File: src/rtl/call_unit_pkg.sv
// shared constants for the conditional call unit
package call_unit_pkg;
	// command byte (upper byte of first dword)
	localparam int CMD_TYPE_HI = 31;
	localparam int CMD_TYPE_LO = 30;
	localparam logic [1:0] TYPE_XFER_CTRL = 2'h2;
	localparam int CMD_OP_HI = 29;
	localparam int CMD_OP_LO = 27;
	localparam logic [2:0] OP_CALL = 3'h1;
	localparam int CMD_PHASE_HI = 26;
	localparam int CMD_PHASE_LO = 24;
	// byte count field bits
	localparam int BIT_REL = 23;
	localparam int BIT_CARRY = 21;
	localparam int BIT_TRUE = 19;
	localparam int BIT_CMP_DATA = 18;
	localparam int BIT_CMP_PHASE = 17;
	localparam int BIT_WAIT = 16;
	localparam int MASK_HI = 15;
	localparam int MASK_LO = 8;
	localparam int DATA_HI = 7;
	localparam int DATA_LO = 0;
	localparam int OFFSET_W = 24;
	// instruction length in bytes
	localparam logic [31:0] INSTR_BYTES = 32'h0000_0008;
	// apb register offsets
	localparam logic [7:0] ADDR_CTRL = 8'h00;
	localparam logic [7:0] ADDR_STATUS = 8'h04;
	localparam logic [7:0] ADDR_FIRST_BYTE = 8'h08;
	localparam logic [7:0] ADDR_RETURN = 8'h0C;
	localparam logic [7:0] ADDR_POINTER = 8'h10;
	localparam logic [31:0] RESET_WORD = 32'h0000_0000;
	localparam int CTRL_TARGET = 0;
	localparam int CTRL_CARRY = 1;
	// machine states
	typedef enum logic [1:0]
	{
		ST_IDLE = 2'b00,
		ST_WAIT = 2'b01,
		ST_EVAL = 2'b10
	} state_t;
endpackage

File: src/rtl/call_condition.sv
// combinational condition evaluator for the call instruction
module call_condition
(
	input wire logic [31:0] i_first_dword,
	input wire logic [2:0] i_phase,
	input wire logic i_attention,
	input wire logic i_target_role,
	input wire logic [7:0] i_first_received_byte,
	input wire logic i_carry,
	output logic o_take
);
	wire logic [7:0] mask;
	wire logic [7:0] data;
	wire logic [7:0] diff;
	wire logic phase_ok;
	wire logic data_ok;
	wire logic cond;
	assign mask = i_first_dword[call_unit_pkg::MASK_HI:call_unit_pkg::MASK_LO];
	assign data = i_first_dword[call_unit_pkg::DATA_HI:call_unit_pkg::DATA_LO];
	// set mask bits are ignored
	assign diff = (i_first_received_byte ^ data) & ~mask;
	// phase bits msg, c/d, i/o against live lines; atn in target role
	assign phase_ok = !i_first_dword[call_unit_pkg::BIT_CMP_PHASE] ||
		(i_target_role ? i_attention : (i_phase == i_first_dword[
		call_unit_pkg::CMD_PHASE_HI:call_unit_pkg::CMD_PHASE_LO]));
	assign data_ok = !i_first_dword[call_unit_pkg::BIT_CMP_DATA] ||
		(diff == 8'h00);
	// carry test alone overrides the other compares
	assign cond = i_first_dword[call_unit_pkg::BIT_CARRY] ? i_carry :
		(phase_ok && data_ok);
	assign o_take = (cond == i_first_dword[call_unit_pkg::BIT_TRUE]);
endmodule

File: src/rtl/conditional_call_unit.sv
// conditional subroutine call decoder and executor with apb registers
//
// Design decisions made here: the register offsets and the APB interface to the registers.
module conditional_call_unit
(
	input wire logic i_clk,
	input wire logic i_sys_rst,
	input wire logic i_ce,
	input wire logic i_instr_valid,
	input wire logic [31:0] i_first_dword,
	input wire logic [31:0] i_second_dword,
	input wire logic [2:0] i_phase_lines,
	input wire logic i_attention_line,
	input wire logic i_target_request_line,
	input wire logic i_carry_flag,
	input wire logic i_byte_received,
	input wire logic [7:0] i_received_byte,
	input wire logic i_psel,
	input wire logic i_penable,
	input wire logic i_pwrite,
	input wire logic [7:0] i_paddr,
	input wire logic [31:0] i_pwdata,
	output logic [31:0] o_prdata,
	output logic o_pready,
	output logic o_pslverr,
	output logic o_busy,
	output logic o_done,
	output logic o_taken,
	output logic [31:0] o_script_pointer,
	output logic [31:0] o_return_address
);
	////////////////////////////////////////////////////////////////
	// pin synchronisers
	// two flops before any logic reads the pins
	logic [4:0] pin_meta_q;
	logic [4:0] pin_sync_q;
	wire logic [2:0] phase_s;
	wire logic atn_s;
	wire logic req_s;
	always_ff @(posedge i_clk or posedge i_sys_rst)
	begin
		if (i_sys_rst)
		begin
			pin_meta_q <= 5'h00;
			pin_sync_q <= 5'h00;
		end
		else if (i_ce)
		begin
			pin_meta_q <= {i_target_request_line, i_attention_line,
				i_phase_lines};
			pin_sync_q <= pin_meta_q;
		end
	end
	assign phase_s = pin_sync_q[2:0];
	assign atn_s = pin_sync_q[3];
	assign req_s = pin_sync_q[4];

	////////////////////////////////////////////////////////////////
	// registers
	call_unit_pkg::state_t state_q;
	call_unit_pkg::state_t state_d;
	logic [31:0] instr_q;
	logic [31:0] operand_q;
	logic [31:0] pointer_q;
	logic [31:0] return_q;
	logic [7:0] first_byte_q;
	logic [1:0] ctrl_q;
	logic done_q;
	logic taken_q;
	logic [31:0] prdata_q;
	logic pready_q;
	logic pslverr_q;
	logic busy_q;

	////////////////////////////////////////////////////////////////
	// decode
	wire logic is_call;
	wire logic take;
	wire logic relative_keyword;
	wire logic [31:0] next_seq;
	wire logic [31:0] rel_target;
	wire logic [31:0] target;
	assign is_call = (i_first_dword[call_unit_pkg::CMD_TYPE_HI:
		call_unit_pkg::CMD_TYPE_LO] == call_unit_pkg::TYPE_XFER_CTRL)
		&& (i_first_dword[call_unit_pkg::CMD_OP_HI:call_unit_pkg::CMD_OP_LO]
		== call_unit_pkg::OP_CALL);
	assign relative_keyword = instr_q[call_unit_pkg::BIT_REL];
	assign next_seq = pointer_q + call_unit_pkg::INSTR_BYTES;
	// offset sign-extended so backward calls work
	// base is the next sequential address, the pointer plus eight bytes
	assign rel_target = next_seq + {{8{operand_q[23]}},
		operand_q[call_unit_pkg::OFFSET_W-1:0]};
	assign target = relative_keyword ? rel_target : operand_q;
	// other types and opcodes pass untouched; only calls start the machine

	call_condition u_cond
	(
		.i_first_dword(instr_q),
		.i_phase(phase_s),
		.i_attention(atn_s),
		.i_target_role(ctrl_q[call_unit_pkg::CTRL_TARGET]),
		.i_first_received_byte(first_byte_q),
		.i_carry(i_carry_flag | ctrl_q[call_unit_pkg::CTRL_CARRY]),
		.o_take(take)
	);

	////////////////////////////////////////////////////////////////
	// sequencer
	wire logic start;
	wire logic eval_now;
	// a request while busy is dropped with no error flagged
	assign start = (state_q == call_unit_pkg::ST_IDLE) && i_instr_valid
		&& is_call;
	assign eval_now = (state_q == call_unit_pkg::ST_EVAL) ||
		((state_q == call_unit_pkg::ST_WAIT) && req_s);

	always_comb
	begin
		state_d = state_q;
		case (state_q)
			call_unit_pkg::ST_IDLE:
			begin
				if (start)
					state_d = i_first_dword[call_unit_pkg::BIT_WAIT] ?
						call_unit_pkg::ST_WAIT : call_unit_pkg::ST_EVAL;
			end
			call_unit_pkg::ST_WAIT:
			begin
				if (req_s)
					state_d = call_unit_pkg::ST_IDLE;
			end
			call_unit_pkg::ST_EVAL:
				state_d = call_unit_pkg::ST_IDLE;
			default:
				state_d = call_unit_pkg::ST_IDLE;
		endcase
	end

	always_ff @(posedge i_clk or posedge i_sys_rst)
	begin
		if (i_sys_rst)
		begin
			state_q <= call_unit_pkg::ST_IDLE;
			instr_q <= call_unit_pkg::RESET_WORD;
			operand_q <= call_unit_pkg::RESET_WORD;
		end
		else if (i_ce)
		begin
			state_q <= state_d;
			// operands latched so the source may move on while we wait
			if (start)
			begin
				instr_q <= i_first_dword;
				operand_q <= i_second_dword;
			end
		end
	end

	// busy from a flop so the port carries no decode glitches
	always_ff @(posedge i_clk or posedge i_sys_rst)
	begin
		if (i_sys_rst)
			busy_q <= 1'b0;
		else if (i_ce)
			busy_q <= (state_d != call_unit_pkg::ST_IDLE);
	end

	// pointer and single return slot
	wire logic sw_ptr_wr;
	wire logic sw_ret_wr;
	wire logic sw_byte_wr;
	wire logic sw_ctrl_wr;
	wire logic access;
	wire logic commit;
	assign access = i_psel && i_penable && !pready_q;
	// writes land on the completing edge, where pready is seen high
	assign commit = i_psel && i_penable && pready_q;
	assign sw_ptr_wr = commit && i_pwrite &&
		(i_paddr == call_unit_pkg::ADDR_POINTER);
	assign sw_ret_wr = commit && i_pwrite &&
		(i_paddr == call_unit_pkg::ADDR_RETURN);
	assign sw_byte_wr = commit && i_pwrite &&
		(i_paddr == call_unit_pkg::ADDR_FIRST_BYTE);
	assign sw_ctrl_wr = commit && i_pwrite &&
		(i_paddr == call_unit_pkg::ADDR_CTRL);

	always_ff @(posedge i_clk or posedge i_sys_rst)
	begin
		if (i_sys_rst)
		begin
			pointer_q <= call_unit_pkg::RESET_WORD;
			return_q <= call_unit_pkg::RESET_WORD;
			done_q <= 1'b0;
			taken_q <= 1'b0;
		end
		else if (i_ce)
		begin
			done_q <= eval_now;
			if (eval_now)
			begin
				taken_q <= take;
				if (take)
				begin
					return_q <= next_seq;
					pointer_q <= target;
				end
				else
					pointer_q <= next_seq;
			end
			else
			begin
				// hardware update wins over software in same cycle
				if (sw_ptr_wr)
					pointer_q <= i_pwdata;
				if (sw_ret_wr)
					return_q <= i_pwdata;
			end
		end
	end

	// first received byte, hardware capture wins over software
	// the capture strobe comes from logic on this clock, so no sync
	always_ff @(posedge i_clk or posedge i_sys_rst)
	begin
		if (i_sys_rst)
			first_byte_q <= 8'h00;
		else if (i_ce)
		begin
			if (i_byte_received)
				first_byte_q <= i_received_byte;
			else if (sw_byte_wr)
				first_byte_q <= i_pwdata[7:0];
		end
	end

	always_ff @(posedge i_clk or posedge i_sys_rst)
	begin
		if (i_sys_rst)
			ctrl_q <= 2'h0;
		else if (i_ce && sw_ctrl_wr)
			ctrl_q <= i_pwdata[1:0];
	end

	////////////////////////////////////////////////////////////////
	// apb slave: one wait state, unmapped reads zero with slverr
	wire logic mapped;
	wire logic [31:0] rdata_d;
	assign mapped = (i_paddr == call_unit_pkg::ADDR_CTRL) ||
		(i_paddr == call_unit_pkg::ADDR_STATUS) ||
		(i_paddr == call_unit_pkg::ADDR_FIRST_BYTE) ||
		(i_paddr == call_unit_pkg::ADDR_RETURN) ||
		(i_paddr == call_unit_pkg::ADDR_POINTER);
	assign rdata_d =
		(i_paddr == call_unit_pkg::ADDR_CTRL) ? {30'h0, ctrl_q} :
		(i_paddr == call_unit_pkg::ADDR_STATUS) ?
			{28'h0, taken_q, state_q, state_q != call_unit_pkg::ST_IDLE} :
		(i_paddr == call_unit_pkg::ADDR_FIRST_BYTE) ?
			{24'h0, first_byte_q} :
		(i_paddr == call_unit_pkg::ADDR_RETURN) ? return_q :
		(i_paddr == call_unit_pkg::ADDR_POINTER) ? pointer_q : 32'h0;

	always_ff @(posedge i_clk or posedge i_sys_rst)
	begin
		if (i_sys_rst)
		begin
			pready_q <= 1'b0;
			pslverr_q <= 1'b0;
			prdata_q <= call_unit_pkg::RESET_WORD;
		end
		else if (i_ce)
		begin
			pready_q <= access;
			pslverr_q <= access && !mapped;
			// zero outside the answer cycle so reads leave no trace
			prdata_q <= (access && !i_pwrite) ? rdata_d : 32'h0;
		end
	end

	assign o_prdata = prdata_q;
	assign o_pready = pready_q;
	assign o_pslverr = pslverr_q;
	assign o_busy = busy_q;
	assign o_done = done_q;
	assign o_taken = taken_q;
	assign o_script_pointer = pointer_q;
	assign o_return_address = return_q;
endmodule

File: config.mk
export PLATFORM = sky130hd
export DESIGN_NAME = conditional_call_unit
export DESIGN_NICKNAME = d
export VERILOG_FILES = /design/src/rtl/call_unit_pkg.sv /design/src/rtl/call_condition.sv /design/src/rtl/conditional_call_unit.sv
export SDC_FILE = /design/constraint.sdc
export NUM_CORES = 1
export LEC_CHECK = 0
export BUFFER_PORTS_ARGS = -buffer_cell sky130_fd_sc_hd__buf_2
export CORE_ASPECT_RATIO = 0.5
export CORE_MARGIN = 3
export CORE_UTILIZATION = 60
export DETAILED_ROUTE_END_ITERATION = 8
export HOLD_SLACK_MARGIN = 0.08
export MAX_ROUTING_LAYER = met4
export PLACE_DENSITY_LB_ADDON = 0.25
export REMOVE_ABC_BUFFERS = 1
export SETUP_SLACK_MARGIN = 0.5
export SYNTH_ARGS = -nofsm -noshare
export SYNTH_HDL_FRONTEND = slang
export SYNTH_SLANG_ARGS = --single-unit
File: constraint.sdc
create_clock -name i_clk -period 16.1 [get_ports i_clk]
set_input_delay 3.22 -clock i_clk [delete_from_list [all_inputs] [get_ports i_clk]]
set_output_delay 3.22 -clock i_clk [all_outputs]
set_load 0.03 [all_outputs]
==> qor.txt <==
largest family of logic cells by synthesized area: compound AO/OA/AOI/OAI gates
Worst Hold Class: reg2reg
pin count of the biggest net entering global routing: 65
Max H-tree Level: 4
Hold Buf Count CTS: 0
Syn Std Cell Area: 10700 um^2
post-synth cell types: 62
fmax: 164 MHz
Synth area leaders: dfrtp_1, mux2_2, mux2i_1
clock tree buffer depth: 2
Max-Cap Viols: 0
placed instance area: 12000 um^2
Post-synth EDFFs: 0
Final Cycle Share: 0.380
Slew @ Worst Pin: 1040 ps
Synth Area in Adders: 0.0451
setup TNS: 0 ps
syn avg cell area: 9.42 um^2
main flop type after synthesis: dfrtp_1
Post-synth top cells: dfrtp_1, nor2_1, a21oi_1
CTS root buf: clkbuf_16
DR vias/cell: 6.20
starting density of the core: 0.632
area share of the largest cell type after synthesis: 0.419
compound-gate portion of the synthesized area: 0.176
initial DRC count: 815
setup repair bufs after CTS: 0
post-synthesis sequential element count: 179
Synth async-reset ratio: 1.00
mux cell area share after synthesis: 0.136
Psw: 668 uW
count of final setup violators: 0
Max IR drop VDD: 0.0784 mV
Reg power frac: 0.371
startpoint class of the critical path: input port
Fin Clk Skew: 12.5 ps
Num CTS Buffers: 17
switching share of power: 0.407
cells after synthesis: 1136
Final Net Count: 1495
post-CTS sizing: 0
final wirelength: 32000 um
PwrDens: 130 nW/um^2
Final Hold Viols: 0
Wirelength per Cell: 20.3 um
GRT Overall Usage: 0.334
kind of critical path: in2reg
RSZ-0062 raised after global routing: false
P&R area growth vs syn: 17.6%
largest area contributor in the netlist: dfrtp_1
die height: 100 um
initial antenna violation count: 2
grt total ovfl: 0
clock sink count: 179
Residual DRC: 0
Final ANT Viol Nets: 0
Gate power share: 0.375
arrival time at the worst endpoint: 6430 ps
CP endpoint kind: flop
Worst-Skew Late Latency: 440 ps
top-level I/O count: 227
first-pass GRT wire length: 50500 um
hold path depth: 1
Final Critical Period: 6110 ps
Layout Cells excl Fill: 1573
Pleak: 6.01 nW
DIE WIDTH: 195 um
Clock transition at path regs: 70 ps
Simple-Gate Fraction of Synth Area: 0.127
die area: 19600 um^2
Placer Congestion: 0.920
core area: 16900 um^2
sequential element share of the synthesized area: 0.419
design area: 12600 um^2
clock group share of total power: 0.254
hpwl dp: 22600 um
Internal Power: 972 uW
ratio of cells with drive above 1 in the final layout: 0.264
Vias: 9755
Yosys warning count: 0
DP Cell Count: 1539
DRT Pass-1 Iters: 7
Req. time, crit path: 16420 ps
vias in the first global route: 9450
reg2reg path depth: 14
total power: 1.64 mW
relative slew slack: 0.304
Post-Synth XOR/XNOR Area: 0.0547
pins over their slew limit: 0
fin util: 0.743
CP Max Fanout: 42
status: finished clean
row count: 33
most frequent cell after synthesis: dfrtp_1
CTS tree: built
input/output buffers: 224
==> path summary, 6_finish.rpt <==
kind,start,end,slack [ps]
worst min-delay path,pin_meta_q[0]$_DFFE_PP0P_,pin_sync_q[0]$_DFFE_PP0P_,510
min in group asynchronous,i_sys_rst,instr_q[11]$_DFFE_PP0P_,2810
max in group asynchronous,i_sys_rst,o_return_address[24]$_DFFE_PP0P_,12070
worst max register to register,o_script_pointer[5]$_DFFE_PP0P_,o_script_pointer[31]$_DFFE_PP0P_,11450
worst max-delay path,i_paddr[1],o_return_address[28]$_DFFE_PP0P_,9990
worst min register to register,pin_meta_q[0]$_DFFE_PP0P_,pin_sync_q[0]$_DFFE_PP0P_,510
==> kinds of logic (layout without fill, tap and decap cells) <==
logic type                 after synthesis  count (layout)
AOI/OAI and AO/OA                      309             309
buffers and inverters                  118             326
xor gates and xnor gates                66              66
muxes                                  136             136
adders and majority gates               38              38
DFF                                    179             179
and+or+nand+nor                        290             290
other                                    0               2
==> layer usage <==
layer  GRT usage  routed length (um)  vias up
met2       0.528               14700      457
met5           -                   0        -
met3      0.0550                2700       46
met1       0.456               14100     4755
met4      0.0837                 496        0
li1            -                   -     4497
==> per-stage QoR <==
stage	hold WS [ps]	setup slack, ps
after detailed placement	491	9590
after global routing	528	9760
final	510	9990
after floorplan	461	8020
after CTS	507	10050
after global placement	483	9650
==> layout make-up <==
type	count	area [um^2]
Antenna cell	2	5.00
Multi-Input combinational cell	839	5800
Clock buffer	19	433
Clock inverter	13	148
Timing Repair Buffer	237	1220
Sequential cell	179	4480
Fill cell	1236	4350
Tap cell	227	284
Inverter	57	219
==> critical path: stages <==
cell	delay (ps)
buf_2	100
nor3_1	170
nand2_1	180
nor2_1	300
and3_2	920
nand3_1	200
nand2_2	390
buf_4	510
mux2_2	390
==> flip-flops by register name, summed over array words and instances (netlist names), 2 cells and up <==
name / cells
first_byte_q: 8
o_script_pointer: 32
pin_meta_q: 5
state_q: 2
o_return_address: 32
instr_q: 24
operand_q: 32
pin_sync_q: 5
ctrl_q: 2
o_prdata: 32
==> power groups by stage <==
stage	Clock, mW	Sequential [mW]	Combinational (mW)
final	0.417	0.608	0.615
after global routing	0.440	0.618	0.668
after detailed placement	0	0.613	0.603
after global placement	0	0.608	0.588
after CTS	0.418	0.605	0.608
after floorplan	0	0.681	0.353
==> cells in the final DEF, fill, tap and decap left out, types with 4 or more instances in the layout <==
cell,instances
and3_1,18
mux2_2,74
mux2i_1,62
o21bai_1,6
nor2_1,106
a31oi_1,11
nand2b_1,6
nand2_1,72
xor2_1,25
ha_1,37
nor3b_1,5
nand3_1,13
nand4_1,16
a21oi_1,101
inv_1,56
nor2b_1,9
or3_1,5
xnor2_1,40
a221oi_1,14
buf_4,13
o22ai_1,42
o21a_1,6
and2_1,8
buf_2,224
a211oi_1,10
nor3_1,12
a21o_1,13
o211ai_1,6
a22oi_1,5
dfrtp_1,179
o21ai_0,66
nor4_1,4
clkbuf_16,17
No activity file was read; power rests on OpenSTA's default activity.
